File: src/spb_map.svh
// Purpose: Offsets, field positions, reset values and timing of the switch
//          control and power budget register bank.
// Assumes: Byte addresses within a 4 KB configuration space.
// Notes:   Definitions only.
`ifndef SPB_MAP_SVH
`define SPB_MAP_SVH


`define SPB_OFF_BUDGET_SEL   12'h284
`define SPB_OFF_BUDGET_READ  12'h288
`define SPB_OFF_BUDGET_CAP   12'h28C
`define SPB_OFF_BUDGET_WORD0 12'h300
`define SPB_OFF_STATUS       12'h400
`define SPB_OFF_CONTROL      12'h404

`define SPB_CAP_SA_BIT       0
`define SPB_STS_MODE_LSB     0
`define SPB_STS_MODE_MSB     2
`define SPB_STS_CCDS_BIT     5
`define SPB_STS_CCUS_BIT     6
`define SPB_STS_MSMB_BIT     7
`define SPB_STS_REFCLK_BIT   8
`define SPB_STS_HOLD_BIT     9
`define SPB_CTL_FUND_BIT     0
`define SPB_CTL_HOT_BIT      1
`define SPB_CTL_HOLD_BIT     2
`define SPB_CTL_UNLOCK_BIT   3
`define SPB_CTL_BVUL_BIT     4
`define SPB_CTL_LDDIS_BIT    5
`define SPB_CTL_EESKIP_BIT   6

`define SPB_MODE_EEPROM      3'h1
`define SPB_SEL_LAST         8'h07
`define SPB_SEL_RST          8'h00
`define SPB_FLAG_RST         1'b0

`define SPB_TRIG_DELAY_NS    1000000
`define SPB_CLK_PERIOD_NS    4

`endif

File: src/spb_pkg.sv
// Purpose: Types shared by the switch control and power budget block.
// Assumes: Constants come from spb_map.svh.
// Notes:   One-hot codes for the reset trigger sequencer.
package spb_pkg;
    typedef logic [31:0] spb_word_t;
    typedef enum logic [2:0] {
        SPB_TRIG_IDLE = 3'b001,
        SPB_TRIG_WAIT = 3'b010,
        SPB_TRIG_FIRE = 3'b100
    } spb_trig_state_t;
endpackage : spb_pkg

File: src/spb_regs.sv
// Purpose: Switch status/control and power budget register bank.
// Assumes: Requests and reset-phase levels come from logic on clk; straps are pins.
// Notes:   One request per cycle, answered one cycle later.
`include "spb_map.svh"

module spb_regs
    import spb_pkg::*;
#(
    parameter int TRIG_DELAY_CYCLES = `SPB_TRIG_DELAY_NS / `SPB_CLK_PERIOD_NS
) (
    // Clock and reset
    input  wire logic        clk,
    input  wire logic        rst_n,
    // Configuration access
    input  wire logic        cfg_req,
    input  wire logic        cfg_we,
    input  wire logic        cfg_from_smbus,
    input  wire logic [11:0] cfg_addr,
    input  wire logic [3:0]  cfg_be,
    input  wire logic [31:0] cfg_wdata,
    output logic             cfg_ack,
    output logic             cfg_refused,
    output logic      [31:0] cfg_rdata,
    // Reset phases and link state
    input  wire logic        fund_reset_active,
    input  wire logic        hot_reset_active,
    input  wire logic        eeprom_init_active,
    input  wire logic        dl_down,
    // Strap pins
    input  wire logic [2:0]  mode_strap,
    input  wire logic        common_clock_downstream_strap,
    input  wire logic        common_clock_upstream_strap,
    input  wire logic        master_smbus_slow_strap,
    input  wire logic        refclk_mode_strap,
    input  wire logic        reset_hold_strap,
    // Reset controls and system allocated flag
    output logic             fundamental_reset_start,
    output logic             hot_reset_start,
    output logic             link_retrain_start,
    output logic             core_hold,
    output logic             eeprom_init_enable,
    output logic             system_allocated_flag
);
    localparam int CW = $clog2(TRIG_DELAY_CYCLES + 1);
    localparam logic [CW-1:0] LOAD_CNT = CW'(TRIG_DELAY_CYCLES - 1);

    logic [1:0]  rst_sync_q;
    logic        rst_core_n;
    logic [7:0]  strap_meta_q;
    logic [7:0]  strap_sync_q;
    logic [1:0]  load_cnt_q;
    logic        strap_capture;
    logic [2:0]  switch_operating_mode_q;
    logic [4:0]  strap_flags_q;
    logic        reset_hold_q;
    logic        lockable_write_enable_q;
    logic        budget_value_unlock_q;
    logic        linkdown_hotreset_disable_q;
    logic        hotreset_eeprom_skip_q;
    logic        system_allocated_q;
    logic [7:0]  budget_select_q;
    logic        accept;
    logic        wr;
    logic        wr_ctl;
    logic        wr_word;
    logic        word_hit;
    logic        read_hit;
    logic [2:0]  mem_raddr;
    spb_word_t   mem_rdata;
    spb_word_t   reg_rdata_q;
    spb_word_t   reg_rdata_d;
    logic        rd_mem_q;
    logic        rd_zero_q;
    logic        dl_down_q;
    logic        hot_link_q;
    spb_trig_state_t trig_q;
    logic [CW-1:0]   trig_cnt_q;
    logic        trig_fund_q;
    logic        fund_trig_wr;
    logic        hot_trig_wr;

    // Reset release through two flops
    always_ff @(posedge clk or negedge rst_n) begin
        if (!rst_n) begin
            rst_sync_q <= 2'h0;
        end else begin
            rst_sync_q <= {rst_sync_q[0], 1'b1};
        end
    end
    assign rst_core_n = rst_sync_q[1];

    // Straps are asynchronous pins
    always_ff @(posedge clk) begin
        strap_meta_q <= {reset_hold_strap, refclk_mode_strap, master_smbus_slow_strap,
                         common_clock_upstream_strap, common_clock_downstream_strap,
                         mode_strap};
        strap_sync_q <= strap_meta_q;
    end

    // Synchroniser needs two edges after release before its output is valid
    always_ff @(posedge clk or negedge rst_core_n) begin
        if (!rst_core_n) begin
            load_cnt_q <= 2'h0;
        end else if (load_cnt_q != 2'h3) begin
            load_cnt_q <= load_cnt_q + 2'h1;
        end
    end
    assign strap_capture = fund_reset_active || (load_cnt_q != 2'h3);

    always_ff @(posedge clk or negedge rst_core_n) begin
        if (!rst_core_n) begin
            switch_operating_mode_q <= 3'h0;
            strap_flags_q           <= 5'h00;
        end else if (strap_capture) begin
            switch_operating_mode_q <= strap_sync_q[2:0];
            strap_flags_q           <= strap_sync_q[7:3];
        end
    end

    // Link-side requests are refused while the core is held
    assign accept  = cfg_req && (!core_hold || cfg_from_smbus);
    assign wr      = accept && cfg_we;
    assign wr_ctl  = wr && cfg_be[0] && (cfg_addr == `SPB_OFF_CONTROL);
    assign word_hit = (cfg_addr[11:5] == 7'(`SPB_OFF_BUDGET_WORD0 >> 5));
    assign wr_word = wr && word_hit && budget_value_unlock_q;
    assign read_hit = word_hit || (cfg_addr == `SPB_OFF_BUDGET_READ);
    assign fund_trig_wr = wr_ctl && cfg_wdata[`SPB_CTL_FUND_BIT];
    assign hot_trig_wr  = wr_ctl && cfg_wdata[`SPB_CTL_HOT_BIT];

    // Unlock is set by fundamental and hot resets; the set wins over a write
    always_ff @(posedge clk or negedge rst_core_n) begin
        if (!rst_core_n) begin
            lockable_write_enable_q <= `SPB_FLAG_RST;
        end else if (fund_reset_active || hot_reset_active) begin
            lockable_write_enable_q <= 1'b1;
        end else if (wr_ctl) begin
            lockable_write_enable_q <= cfg_wdata[`SPB_CTL_UNLOCK_BIT];
        end
    end

    // Sticky fields: only a fundamental reset brings them back
    always_ff @(posedge clk or negedge rst_core_n) begin
        if (!rst_core_n) begin
            budget_value_unlock_q       <= `SPB_FLAG_RST;
            linkdown_hotreset_disable_q <= `SPB_FLAG_RST;
            hotreset_eeprom_skip_q      <= `SPB_FLAG_RST;
        end else if (fund_reset_active) begin
            budget_value_unlock_q       <= `SPB_FLAG_RST;
            linkdown_hotreset_disable_q <= `SPB_FLAG_RST;
            hotreset_eeprom_skip_q      <= `SPB_FLAG_RST;
        end else if (wr_ctl) begin
            if (lockable_write_enable_q) begin
                budget_value_unlock_q <= cfg_wdata[`SPB_CTL_BVUL_BIT];
            end
            linkdown_hotreset_disable_q <= cfg_wdata[`SPB_CTL_LDDIS_BIT];
            hotreset_eeprom_skip_q      <= cfg_wdata[`SPB_CTL_EESKIP_BIT];
        end
    end

    // Hold bit stores any write, but only reset phases let it start a hold
    always_ff @(posedge clk or negedge rst_core_n) begin
        if (!rst_core_n) begin
            reset_hold_q <= `SPB_FLAG_RST;
            core_hold    <= `SPB_FLAG_RST;
        end else if (strap_capture) begin
            reset_hold_q <= strap_sync_q[7];
            core_hold    <= strap_sync_q[7];
        end else begin
            if (wr_ctl) begin
                reset_hold_q <= cfg_wdata[`SPB_CTL_HOLD_BIT];
            end
            if (hot_reset_active) begin
                core_hold <= reset_hold_q;
            end else if (wr_ctl && eeprom_init_active) begin
                core_hold <= cfg_wdata[`SPB_CTL_HOLD_BIT];
            end else if (wr_ctl && !cfg_wdata[`SPB_CTL_HOLD_BIT]) begin
                core_hold <= 1'b0;
            end
        end
    end

    // Non-sticky fields: any reset clears them
    always_ff @(posedge clk or negedge rst_core_n) begin
        if (!rst_core_n) begin
            system_allocated_q <= `SPB_FLAG_RST;
            budget_select_q    <= `SPB_SEL_RST;
        end else if (fund_reset_active || hot_reset_active) begin
            system_allocated_q <= `SPB_FLAG_RST;
            budget_select_q    <= `SPB_SEL_RST;
        end else begin
            if (wr && cfg_be[0] && cfg_addr == `SPB_OFF_BUDGET_CAP
                && lockable_write_enable_q) begin
                system_allocated_q <= cfg_wdata[`SPB_CAP_SA_BIT];
            end
            if (wr && cfg_be[0] && cfg_addr == `SPB_OFF_BUDGET_SEL) begin
                budget_select_q <= cfg_wdata[7:0];
            end
        end
    end
    assign system_allocated_flag = system_allocated_q;

    // Budget words: no reset, so they persist through both reset kinds
    assign mem_raddr = word_hit ? cfg_addr[4:2] : budget_select_q[2:0];

    spb_word_mem #(
        .WIDTH (32),
        .DEPTH (8),
        .AW    (3)
    ) u_words (
        .clk   (clk),
        .we    (wr_word),
        .waddr (cfg_addr[4:2]),
        .wbe   (cfg_be),
        .wdata (cfg_wdata),
        .raddr (mem_raddr),
        .rdata (mem_rdata)
    );

    // Register read data; reserved and unmapped bits are zero
    always_comb begin
        reg_rdata_d = '0;
        unique case (cfg_addr)
            `SPB_OFF_BUDGET_CAP: begin
                reg_rdata_d[`SPB_CAP_SA_BIT] = system_allocated_q;
            end
            `SPB_OFF_BUDGET_SEL: begin
                reg_rdata_d[7:0] = budget_select_q;
            end
            `SPB_OFF_STATUS: begin
                reg_rdata_d[`SPB_STS_MODE_MSB:`SPB_STS_MODE_LSB] = switch_operating_mode_q;
                reg_rdata_d[`SPB_STS_HOLD_BIT:`SPB_STS_CCDS_BIT] = strap_flags_q;
            end
            `SPB_OFF_CONTROL: begin
                reg_rdata_d[`SPB_CTL_HOLD_BIT]   = reset_hold_q;
                reg_rdata_d[`SPB_CTL_UNLOCK_BIT] = lockable_write_enable_q;
                reg_rdata_d[`SPB_CTL_BVUL_BIT]   = budget_value_unlock_q;
                reg_rdata_d[`SPB_CTL_LDDIS_BIT]  = linkdown_hotreset_disable_q;
                reg_rdata_d[`SPB_CTL_EESKIP_BIT] = hotreset_eeprom_skip_q;
            end
            default: begin
                reg_rdata_d = '0;
            end
        endcase
    end

    always_ff @(posedge clk or negedge rst_core_n) begin
        if (!rst_core_n) begin
            cfg_ack     <= 1'b0;
            cfg_refused <= 1'b0;
            reg_rdata_q <= '0;
            rd_mem_q    <= 1'b0;
            rd_zero_q   <= 1'b0;
        end else begin
            cfg_ack     <= cfg_req;
            cfg_refused <= cfg_req && !accept;
            reg_rdata_q <= (accept && !cfg_we) ? reg_rdata_d : '0;
            rd_mem_q    <= accept && !cfg_we && read_hit;
            rd_zero_q   <= !word_hit && (budget_select_q > `SPB_SEL_LAST);
        end
    end
    assign cfg_rdata = rd_mem_q ? (rd_zero_q ? '0 : mem_rdata) : reg_rdata_q;

    // Reset trigger sequencer: delay, then a one-cycle start pulse
    always_ff @(posedge clk or negedge rst_core_n) begin
        if (!rst_core_n) begin
            trig_q      <= SPB_TRIG_IDLE;
            trig_cnt_q  <= '0;
            trig_fund_q <= 1'b0;
        end else if (fund_reset_active) begin
            trig_q <= SPB_TRIG_IDLE;
        end else begin
            unique case (trig_q)
                SPB_TRIG_IDLE: begin
                    if (fund_trig_wr || hot_trig_wr) begin
                        trig_q      <= SPB_TRIG_WAIT;
                        trig_cnt_q  <= LOAD_CNT;
                        trig_fund_q <= fund_trig_wr;
                    end
                end
                SPB_TRIG_WAIT: begin
                    if (fund_trig_wr) begin
                        trig_fund_q <= 1'b1;
                    end
                    if (trig_cnt_q == '0) begin
                        trig_q <= SPB_TRIG_FIRE;
                    end else begin
                        trig_cnt_q <= trig_cnt_q - CW'(1);
                    end
                end
                SPB_TRIG_FIRE: begin
                    trig_q <= SPB_TRIG_IDLE;
                end
            endcase
        end
    end

    // Link-down hot reset cause, suppressible
    always_ff @(posedge clk or negedge rst_core_n) begin
        if (!rst_core_n) begin
            dl_down_q  <= 1'b0;
            hot_link_q <= 1'b0;
        end else begin
            dl_down_q  <= dl_down;
            hot_link_q <= dl_down && !dl_down_q && !linkdown_hotreset_disable_q;
        end
    end

    assign fundamental_reset_start = (trig_q == SPB_TRIG_FIRE) && trig_fund_q;
    assign link_retrain_start = (trig_q == SPB_TRIG_FIRE) && !trig_fund_q;
    assign hot_reset_start = link_retrain_start || hot_link_q;
    assign eeprom_init_enable = (switch_operating_mode_q == `SPB_MODE_EEPROM)
                                && !(hot_reset_active && hotreset_eeprom_skip_q);

    // Age since the trigger write, counted apart from the sequencer's own counter
    localparam logic [CW:0] AGE_FIRE = (CW + 1)'(TRIG_DELAY_CYCLES);
    logic [CW:0] trig_age_q;

    always_ff @(posedge clk or negedge rst_core_n) begin
        if (!rst_core_n) begin
            trig_age_q <= '0;
        end else if (trig_q == SPB_TRIG_IDLE) begin
            trig_age_q <= '0;
        end else begin
            trig_age_q <= trig_age_q + {{CW{1'b0}}, 1'b1};
        end
    end
endmodule : spb_regs

File: src/spb_word_mem.sv
// Purpose: Small byte-writable word store for the budget data words.
// Assumes: One write and one read port on the core clock.
// Notes:   Read data registered; contents have no reset, so they survive any reset.
module spb_word_mem #(
    parameter int WIDTH = 32,
    parameter int DEPTH = 8,
    parameter int AW    = 3
) (
    // Clock
    input  wire logic               clk,
    // Write port
    input  wire logic               we,
    input  wire logic [AW-1:0]      waddr,
    input  wire logic [WIDTH/8-1:0] wbe,
    input  wire logic [WIDTH-1:0]   wdata,
    // Read port
    input  wire logic [AW-1:0]      raddr,
    output logic      [WIDTH-1:0]   rdata
);
    logic [WIDTH-1:0] mem [DEPTH];

    // One process owns the array; per-lane processes would drive it from several places
    always_ff @(posedge clk) begin
        for (int b = 0; b < WIDTH / 8; b++) begin
            if (we && wbe[b]) begin
                mem[waddr][b*8 +: 8] <= wdata[b*8 +: 8];
            end
        end
    end

    always_ff @(posedge clk) begin
        rdata <= mem[raddr];
    end
endmodule : spb_word_mem

File: config.mk
export PLATFORM = sky130hd
export DESIGN_NAME = spb_regs
export DESIGN_NICKNAME = d
export VERILOG_FILES = /design/src/spb_pkg.sv /design/src/spb_regs.sv /design/src/spb_word_mem.sv
export VERILOG_INCLUDE_DIRS = /design/src
export SDC_FILE = /design/constraint.sdc
export NUM_CORES = 1
export LEC_CHECK = 0
export BUFFER_PORTS_ARGS = -buffer_cell sky130_fd_sc_hd__buf_2
export CAP_MARGIN = 20
export CORE_ASPECT_RATIO = 1.75
export CORE_MARGIN = 3
export CORE_UTILIZATION = 58
export DETAILED_ROUTE_END_ITERATION = 12
export GPL_ROUTABILITY_DRIVEN = 0
export PLACE_DENSITY_LB_ADDON = 0.08
export SLEW_MARGIN = 5
export SYNTH_ARGS = -nofsm -noshare
export SYNTH_HDL_FRONTEND = slang
export SYNTH_SLANG_ARGS = --single-unit
export TNS_END_PERCENT = 10
File: constraint.sdc
create_clock -name clk -period 2.4 [get_ports clk]
set_input_delay 0.24 -clock clk [delete_from_list [all_inputs] [get_ports clk]]
set_output_delay 0.24 -clock clk [all_outputs]
set_load 0.02 [all_outputs]
==> results.sh, run 1 <==
export IMPL_intPower_w=0.0106
export IMPL_dr_first_iter_drc_count=978
export IMPL_ir_drop_mv=0.735
export IMPL_fin_area_sq_mm=0.0185
export IMPL_cp_start_kind="register"
export IMPL_finalSetupTns_ns=0
export IMPL_worst_slew_pin_slew_ns=1.06
export IMPL_slowest_stage="dfrtp_1"
export IMPL_synthCells=1279
export IMPL_clockPowerShare_pct=41.7
export IMPL_drive_gt1_share_pct=20.0
export IMPL_layout_nets=1519
export IMPL_track_usage_pct=29.0
export IMPL_cp_buffers_inverters=2
export IMPL_ant_nets=0
export IMPL_synth_warnings=0
export IMPL_rows=78
export IMPL_cts_sinks=369
export IMPL_portBuffers=104
export IMPL_htree_levels=2
export IMPL_drv_slew=0
export IMPL_combPwrFrac_pct=6.0
export IMPL_required_ns=2.16
export IMPL_grt_max_degree=64
export IMPL_cts_buffer_depth=3
export IMPL_p_sw_w=0.00294
export IMPL_ys_types=66
export IMPL_antenna_found_initial=1
export IMPL_avgRoutedWirePerCell_microns=23.2
export IMPL_diodes=0
export IMPL_fmax_mhz=432
export IMPL_cts_root_buf="clkbuf_16"
export IMPL_end_kind="output port"
export IMPL_wl_microns=41800
export IMPL_leakage_nw=6.89
export IMPL_seq_power_share_pct=52.3
export IMPL_hp_class="input port to register"
export IMPL_hold_violations=0
export IMPL_coreArea_sq_mm=0.0263
export IMPL_dieArea_sq_mm=0.0290
export IMPL_hpwl_microns=27900
export IMPL_path_clk_slew_ns=0.07
export IMPL_ys_ff_latch=369
export IMPL_fin_cells=1798
export IMPL_grt_pass1_wl_microns=64400
export IMPL_postSynthAreaPerCell_sq_um=12.2
export IMPL_vias=11500
export IMPL_fin_crit_ns=2.31
export IMPL_ys_seq_area_share_pct=65.9
export IMPL_crit_fanout=11
export IMPL_relSlewSlack_pct=29.4
export IMPL_drt_pass1_iter_count=5
export IMPL_vias_per_cell=6.39
export IMPL_worstPathArrival_ns=2.07
export IMPL_syn_to_final_growth_pct=18.8
export IMPL_syn_cell_area_sq_mm=0.0156
export IMPL_rsz0062_at_grt="no"
export IMPL_synth_ff_type="edfxtp_1"
export IMPL_placed_area_sq_mm=0.0172
export IMPL_die_w_microns=130
export IMPL_start_util_pct=59.4
export IMPL_grt_ovfl_total=0
export IMPL_cts_made_buffers=35
export IMPL_async_reset_ff_share_pct=17.6
export IMPL_io_pins=105
export IMPL_clock_skew_ns=0.0249
export IMPL_syn_nets=1346
export IMPL_dp_cells=1720
export IMPL_power_density_mw_per_mm2=728
export IMPL_swShare_pct=21.8
export IMPL_finalCritPeriodShare_pct=96.4
export IMPL_cts_tree="yes"
export IMPL_holdWs_ns=0.0217
export IMPL_cp_top_family="flip-flops"
export IMPL_synth_edf_count=256
export IMPL_grt_pass1_vias=11600
export IMPL_clk_latency_ns=0.53
export IMPL_die_h_microns=223
export IMPL_cap_violations=0
export IMPL_setup_viol=0
export IMPL_status="completed"
export IMPL_drc_errors=0
export IMPL_slowest_delay_ns=0.53
export IMPL_crit_chain="nor2b_2 > buf_4 > nand2_1 > o21ai_0 > buf_2"
export IMPL_path_class="register to output port"
==> power groups by stage <==
stage                     logic (W)  clock network, W  registers, W
after detailed placement   0.000786                 0       0.00719
after CTS                  0.000808           0.00569       0.00706
after floorplan            0.000444                 0       0.00718
final                      0.000814           0.00562       0.00706
after global placement     0.000767                 0       0.00718
after global routing       0.000906           0.00591       0.00707
==> final timing paths <==
| kind | cells past startpoint | slack [ns] | endpoint | startpoint |
|---|---|---|---|---|
| setup reg to reg | 6 | 0.22 | u_words.rdata[12] | budget_select_q[2] |
| min in group asynchronous | 2 | 0.03 | rst_sync_q[0] | rst_n |
| setup / recovery | 5 | 0.09 | cfg_rdata[8] | rd_mem_q |
| max in group asynchronous | 1 | 1.42 | reg_rdata_q[9] | rst_sync_q[1] |
| hold / removal | 1 | 0.02 | u_words.mem[2][15] | cfg_wdata[15] |
| hold reg to reg | 0 | 0.33 | strap_sync_q[1] | strap_meta_q[1] |
==> cells in the final DEF (no fill, tap or decap), types with 4 or more instances in the layout <==
| master | count |
|---|---|
| dfrtp_1 | 63 |
| o21ai_0 | 45 |
| mux2i_1 | 8 |
| nand4_1 | 8 |
| dlygate4sd3_1 | 15 |
| nand2b_1 | 40 |
| or3_1 | 6 |
| o31ai_1 | 4 |
| clkinv_1 | 6 |
| a21oi_1 | 43 |
| dfxtp_1 | 48 |
| a32o_1 | 32 |
| and3_1 | 68 |
| o211ai_1 | 5 |
| buf_4 | 98 |
| a311oi_1 | 32 |
| and2_1 | 23 |
| a211oi_1 | 32 |
| inv_1 | 16 |
| nand3_1 | 56 |
| buf_12 | 15 |
| xor2_1 | 8 |
| clkbuf_8 | 4 |
| a22oi_1 | 4 |
| buf_2 | 104 |
| edfxtp_1 | 256 |
| nand2_1 | 132 |
| nor2_1 | 70 |
| o21ai_1 | 10 |
| clkbuf_1 | 6 |
| nor3_1 | 47 |
| a2111oi_0 | 64 |
| or4_1 | 4 |
| clkbuf_16 | 39 |
| nor4_1 | 7 |
==> sequential cells by signal, indices dropped and copies added (netlist names), 2 cells and up <==
name,count
u_words.rdata,32
strap_sync_q,8
trig_q,3
budget_select_q,8
switch_operating_mode_q,3
rst_sync_q,2
strap_flags_q,5
u_words.mem,256
strap_meta_q,8
load_cnt_q,2
reg_rdata_q,10
trig_cnt_q,18
==> routing by layer <==
metal,GRT usage [%],up-vias,part of all wire (%)
met5,0,-,0.031
met1,34.4,5625,36
met4,13.9,2,5.0
li1,-,5251,-
met3,4.12,118,5.6
met2,51.0,495,53
==> repair_timing <==
item | 4_1_cts | 5_1_grt
hold endpoints to repair | 36 | 0
setup buffers | 0 | 0
gates resized for setup | 0 | 0
hold buffers | 15 | 0
==> stage by stage <==
step           power [W]  util [%]  worst slack (ns)
2_1_floorplan    0.00762         -            0.0165
3_3_place_gp     0.00795      65.5           -0.0314
3_5_place_dp     0.00797      65.5           -0.0623
4_1_cts           0.0136      70.6            0.0760
5_1_grt           0.0139      70.6            0.0161
6_report          0.0135      70.6            0.0853
==> synth_stat cells (3+ instances only) <==
master     number  area (sq um)
nand2b_1       40           250
and2_1         23           144
nor2_1         71           267
a32o_1         32           320
nor3b_1         4          30.0
buf_6           4          45.0
o31ai_1         4          30.0
clkbuf_1       82           308
and3_1         68           425
nor4_1          7          43.8
nor3_1         47           235
mux2i_1         8          80.1
xor2_1          8          70.1
or4_1           4          30.0
dfxtp_1        48           961
inv_1          16          60.1
a311oi_1       32           280
a211oi_1       33           248
nor3_2          3          30.0
nand2_1       132           495
edfxtp_1      256          7690
nor2b_1         3          18.8
a22oi_1         4          30.0
o211ai_1        5          37.5
o21ai_0        45           225
dfrtp_1        64          1600
a21oi_1        45           225
buf_2           7          35.0
a2111oi_0      64           561
nand4_1         8          50.1
or2_2           3          18.8
or3_1           6          37.5
o21ai_1        10          50.1
nand3_1        56           280
==> kinds of logic after synthesis <==
logic type,synth area share (%)
compound gates,13.6
xor+xnor,0.505
fa+ha+maj,0.160
buf+inv,2.99
flops,65.9
mux,0.586
other cells,0.0240
simple gates,16.2
==> layout make-up <==
cell class | instances | area, sq um
Clock inverter | 13 | 119
Tap cell | 320 | 400
Multi-Input combinational cell | 797 | 4910
Clock buffer | 50 | 1060
Fill cell | 1862 | 7720
Inverter | 17 | 63.8
Timing Repair Buffer | 232 | 1710
Sequential cell | 369 | 10300
Power figures use the tool's default switching activity.
==> run 2: changes to the inputs <==
Settings changed: CORE_MARGIN 3 to 4.
==> results.sh, run 2 (synthesis results as in run 1) <==
export IMPL_status="completed"
export IMPL_largest_reg_flops=256
export IMPL_drc_errors=0
export IMPL_die_w_microns=132
export IMPL_io_pins=105
export IMPL_clock_skew_ns=0.0118
export IMPL_start_util_pct=58.7
export IMPL_worst_slew_pin_slew_ns=0.943
export IMPL_drive_gt1_share_pct=19.5
export IMPL_cts_buffer_depth=3
export IMPL_dieArea_sq_mm=0.0297
export IMPL_crit_fanout=8
export IMPL_grt_use_met3_pct=4.00
export IMPL_grt_ovfl_total=0
export IMPL_slowest_delay_ns=0.65
export IMPL_path_class="register to register"
export IMPL_power_density_mw_per_mm2=728
export IMPL_reg_top3="u_words.mem: 256 flops, u_words.rdata: 32 flops, trig_cnt_q: 18 flops"
export IMPL_cts_root_buf="clkbuf_16"
export IMPL_syn_to_final_growth_pct=17.2
export IMPL_cp_start_kind="register"
export IMPL_antenna_found_initial=0
export IMPL_grt_max_degree=97
export IMPL_rows=79
export IMPL_clk_latency_ns=0.52
export IMPL_end_kind="register"
export IMPL_fin_area_sq_mm=0.0183
export IMPL_ir_drop_mv=0.741
export IMPL_fin_crit_ns=2.20
export IMPL_htree_levels=2
export IMPL_slowest_stage="or4b_1"
export IMPL_worstPathArrival_ns=2.65
export IMPL_hold_violations=0
export IMPL_avgRoutedWirePerCell_microns=24.0
export IMPL_rr_worst_depth=5
export IMPL_track_usage_pct=28.7
export IMPL_setup_ws_ns=0.200
export IMPL_required_ns=2.85
export IMPL_path_common_cell="nand3_1"
export IMPL_holdWs_ns=0.0268
export IMPL_crit_chain="or4b_1 > and4bb_1 > nand3_1 > or3_1 > nand3_1"
export IMPL_ant_nets=0
export IMPL_path_clk_slew_ns=0.07
export IMPL_hpwl_microns=29700
export IMPL_place_ws_ns=-0.0734
export IMPL_leakage_nw=6.77
export IMPL_die_h_microns=225
export IMPL_grt_pass1_wl_microns=65500
export IMPL_diodes=0
export IMPL_finalSetupTns_ns=0
export IMPL_cts_sinks=369
export IMPL_fin_util_pct=68.8
export IMPL_setup_viol=0
export IMPL_final_common_cell="edfxtp_1"
export IMPL_largest_register="u_words.mem"
export IMPL_wl_microns=42900
export IMPL_vias=11400
export IMPL_portBuffers=104
export IMPL_relSlewSlack_pct=37.1
export IMPL_layout_common_cells="edfxtp_1 (256), nand2_1 (132), buf_2 (104), buf_4 (92), nor2_1 (70)"
export IMPL_top_usage_layer="met2"
export IMPL_vias_per_cell=6.40
export IMPL_layout_nets=1504
export IMPL_grt_met2_usage_pct=54.8
export IMPL_cap_violations=0
export IMPL_drt_pass1_iter_count=6
export IMPL_coreArea_sq_mm=0.0266
export IMPL_finalCritPeriodShare_pct=91.6
export IMPL_cts_tree="yes"
export IMPL_use_met1_pct=29.4
export IMPL_dr_first_iter_drc_count=758
export IMPL_fmax_mhz=455
export IMPL_grt_pass1_vias=11700
export IMPL_cts_made_buffers=34
export IMPL_rsz0062_at_grt="no"
export IMPL_drv_slew=0
export IMPL_hp_class="input port to asynchronous set/reset pin"
export IMPL_placed_area_sq_mm=0.0170
[run 2: per-layer routing]
metal | wire (microns) | vias to the layer above | share of wire, %
met5 | 0 | - | 0
met4 | 2760 | 0 | 6.4
met3 | 2040 | 140 | 4.8
met2 | 23800 | 429 | 55
met1 | 14300 | 5657 | 33
li1 | - | 5215 | -
[run 2: through the flow]
stage,std cells,total power [W]
3_5_place_dp,1712,0.00799
4_1_cts,1787,0.0134
6_report,1787,0.0133
5_1_grt,1787,0.0137
3_3_place_gp,1712,0.00797
2_1_floorplan,1279,0.00762
[run 2: cell type report]
| type | instances | area (sq um) |
|---|---|---|
| well taps | 324 | 405 |
| clock inverters | 16 | 134 |
| multi-input cells | 797 | 4910 |
| flip-flops and latches | 369 | 10300 |
| fillers | 1926 | 8300 |
| repair buffers | 218 | 1510 |
| clock buffers | 46 | 990 |
| inverters | 17 | 63.8 |
[run 2: final timing paths]
check | startpoint | endpoint | slack, ns
max | trig_q[2] | trig_cnt_q[15] | 0.20
min | rst_n | rst_sync_q[0] | 0.03
max reg2reg | trig_q[2] | trig_cnt_q[15] | 0.20
max in group asynchronous | rst_sync_q[1] | trig_q[0] | 1.80
min in group clk | cfg_wdata[13] | u_words.mem[5][13] | 0.03
min reg2reg | rst_sync_q[1] | system_allocated_flag | 0.28
[run 2: worst max-delay path: cells and delay by family (launching register included)]
kind             cells  cell delay (ns)
AND/OR/NAND/NOR      5             1.68
flip-flops           1             0.45
[run 2: repair_timing]
action                                  in CTS  in global routing
setup buffers                                0                  0
hold buffers                                13                  0
endpoints found under the hold margin       27                  0
gates resized for setup                      0                  1
endpoints found under the setup margin       0                  1
[run 2: power by group]
group          internal (W)  switching, W
Combinational      0.000309      0.000515
Sequential          0.00693      0.000132
Clock               0.00313       0.00229
Total                0.0104       0.00294
==> run 3: changes to the inputs <==
Settings changed: CORE_ASPECT_RATIO 1.75 to 1.1, SLEW_MARGIN 5 to default.
==> results.sh, run 3 (synthesis results as in run 1) <==
export IMPL_clock_skew_ns=0.00785
export IMPL_cts_setup_buffers=0
export IMPL_diodes=0
export IMPL_place_ws_ns=-0.0955
export IMPL_dr_first_iter_drc_count=1112
export IMPL_fin_area_sq_mm=0.0185
export IMPL_track_usage_pct=27.2
export IMPL_final_common_cell="edfxtp_1"
export IMPL_hold_violations=0
export IMPL_fmax_mhz=455
export IMPL_hold_path_end="u_words.mem[6][27]"
export IMPL_placed_area_sq_mm=0.0171
export IMPL_grt_ovfl_total=0
export IMPL_r2r_slack_ns=0.24
export IMPL_hpwl_microns=25500
export IMPL_layout_nets=1509
export IMPL_avgRoutedWirePerCell_microns=22.3
export IMPL_cts_sinks=369
export IMPL_rows=62
export IMPL_cp_start_kind="register"
export IMPL_drive_gt1_share_pct=19.2
export IMPL_path_clk_slew_ns=0.06
export IMPL_fin_cells=1823
export IMPL_wl_microns=40600
export IMPL_dieArea_sq_mm=0.0296
export IMPL_reg2reg_to="u_words.rdata[4]"
export IMPL_htree_levels=2
export IMPL_crit_fanout=11
export IMPL_drv_slew=0
export IMPL_setup_ws_ns=0.203
export IMPL_clk_latency_ns=0.52
export IMPL_cts_made_buffers=38
export IMPL_die_h_microns=180
export IMPL_status="completed"
export IMPL_hold_path_startpoint="cfg_wdata[27]"
export IMPL_required_ns=2.16
export IMPL_grt_pass1_vias=11300
export IMPL_portBuffers=104
export IMPL_setup_viol=0
export IMPL_cts_root_buf="clkbuf_16"
export IMPL_rr_worst_depth=5
export IMPL_worst_slew_pin_slew_ns=0.854
export IMPL_largest_reg_flops=256
export IMPL_grt_max_degree=64
export IMPL_antenna_found_initial=0
export IMPL_slowest_delay_ns=0.53
export IMPL_worstPathArrival_ns=1.96
export IMPL_start_util_pct=59.3
export IMPL_coreArea_sq_mm=0.0263
export IMPL_drt_pass1_iter_count=5
export IMPL_io_pins=105
export IMPL_die_w_microns=164
export IMPL_reg_top3="u_words.mem: 256 flops, u_words.rdata: 32 flops, trig_cnt_q: 18 flops"
export IMPL_crit_chain="nor2b_4 > buf_4 > nand2_1 > o21ai_0 > buf_2"
export IMPL_startpoint="rd_mem_q"
export IMPL_cap_violations=0
export IMPL_vias_per_cell=6.31
export IMPL_fin_util_pct=70.4
export IMPL_holdWs_ns=0.0121
export IMPL_end_kind="output port"
export IMPL_drc_errors=0
export IMPL_hp_class="input port to register"
export IMPL_hold_path_depth=1
export IMPL_layout_common_cells="edfxtp_1 (256), nand2_1 (132), buf_2 (104), buf_4 (86), nor2_1 (70)"
export IMPL_syn_to_final_growth_pct=18.7
export IMPL_leakage_nw=6.85
export IMPL_ant_nets=0
export IMPL_largest_register="u_words.mem"
export IMPL_nFillCells=1814
export IMPL_path_class="register to output port"
export IMPL_vias=11500
export IMPL_power_density_mw_per_mm2=739
export IMPL_relSlewSlack_pct=42.9
export IMPL_cts_buffer_depth=3
export IMPL_ir_drop_mv=1.11
export IMPL_grt_pass1_wl_microns=63200
export IMPL_rsz0062_at_grt="no"
export IMPL_dp_cells=1737
export IMPL_finalCritPeriodShare_pct=91.5
export IMPL_fin_crit_ns=2.20
export IMPL_cts_tree="yes"
export IMPL_rr_startpoint="budget_select_q[2]"
export IMPL_slowest_stage="dfrtp_1"
run 3: cell types whose count changed in the layout (fill, tap and decap cells not counted), moves of 2 or more:
cell | previous run | this run
buf_12 | 8 | 12
clkbuf_16 | 37 | 43
clkbuf_1 | 6 | 10
dlygate4sd3_1 | 13 | 17
clkbuf_8 | 3 | 1
clkinv_1 | 4 | 6
buf_4 | 92 | 86
clkinv_2 | 7 | 4
run 3: layout make-up:
class | instances | area [sq um] | share of cell area (%)
Sequential cell | 369 | 10300 | 55.5
Clock inverter | 14 | 121 | 0.655
Timing Repair Buffer | 219 | 1580 | 8.51
Clock buffer | 55 | 1130 | 6.11
Inverter | 17 | 63.8 | 0.344
Multi-Input combinational cell | 797 | 4910 | 26.5
Tap cell | 352 | 440 | 2.38
run 3: layer usage:
metal  GRT usage, %  vias to the layer above  wire length [microns]
met2           45.1                      541                  20200
met1           37.7                     5661                  16100
met3           4.97                       70                   3530
met5              0                        -                      0
li1               -                     5226                      -
met4           6.76                        0                    798
run 3: report_power, final:
part           leakage [nW]  total [W]  switching [W]  internal [W]
Clock                 0.614    0.00584        0.00234       0.00350
Combinational          2.68   0.000795       0.000484      0.000311
Sequential             3.55    0.00705       0.000119       0.00694
Total                  6.85     0.0137        0.00294        0.0107
run 3: critical path: cells and delay by family (launching register included):
family,cells,cell delay (ns)
compound gates,1,0.08
buf+inv,2,0.39
flops,1,0.53
simple gates,2,0.44
run 3: worst max-delay path by stage:
| stage | endpoint | slack [ns] | depth (start not counted) |
|---|---|---|---|
| final | cfg_rdata[5] | 0.20 | 5 |
| after global routing | u_words.rdata[1] | 0.07 | 5 |
| after CTS | cfg_rdata[5] | 0.02 | 5 |
| after detailed placement | u_words.rdata[4] | -0.1 | 7 |
| after global placement | u_words.rdata[4] | 0.02 | 7 |
| after floorplan | u_words.mem[0][16] | 0.02 | 6 |
run 3: timing repair:
action / 4_1_cts / 5_1_grt
setup endpoints to repair: 0 / 25
gates resized for setup: 0 / 1
endpoints found under the hold margin: 54 / 0
hold buffers: 17 / 0
run 3: per-stage QoR:
stage | setup TNS, ns | total power [W]
floorplan | 0 | 0.00762
global placement | 0 | 0.00793
detailed placement | -0.216 | 0.00795
CTS | 0 | 0.0138
global route | 0 | 0.0142
finish | 0 | 0.0137
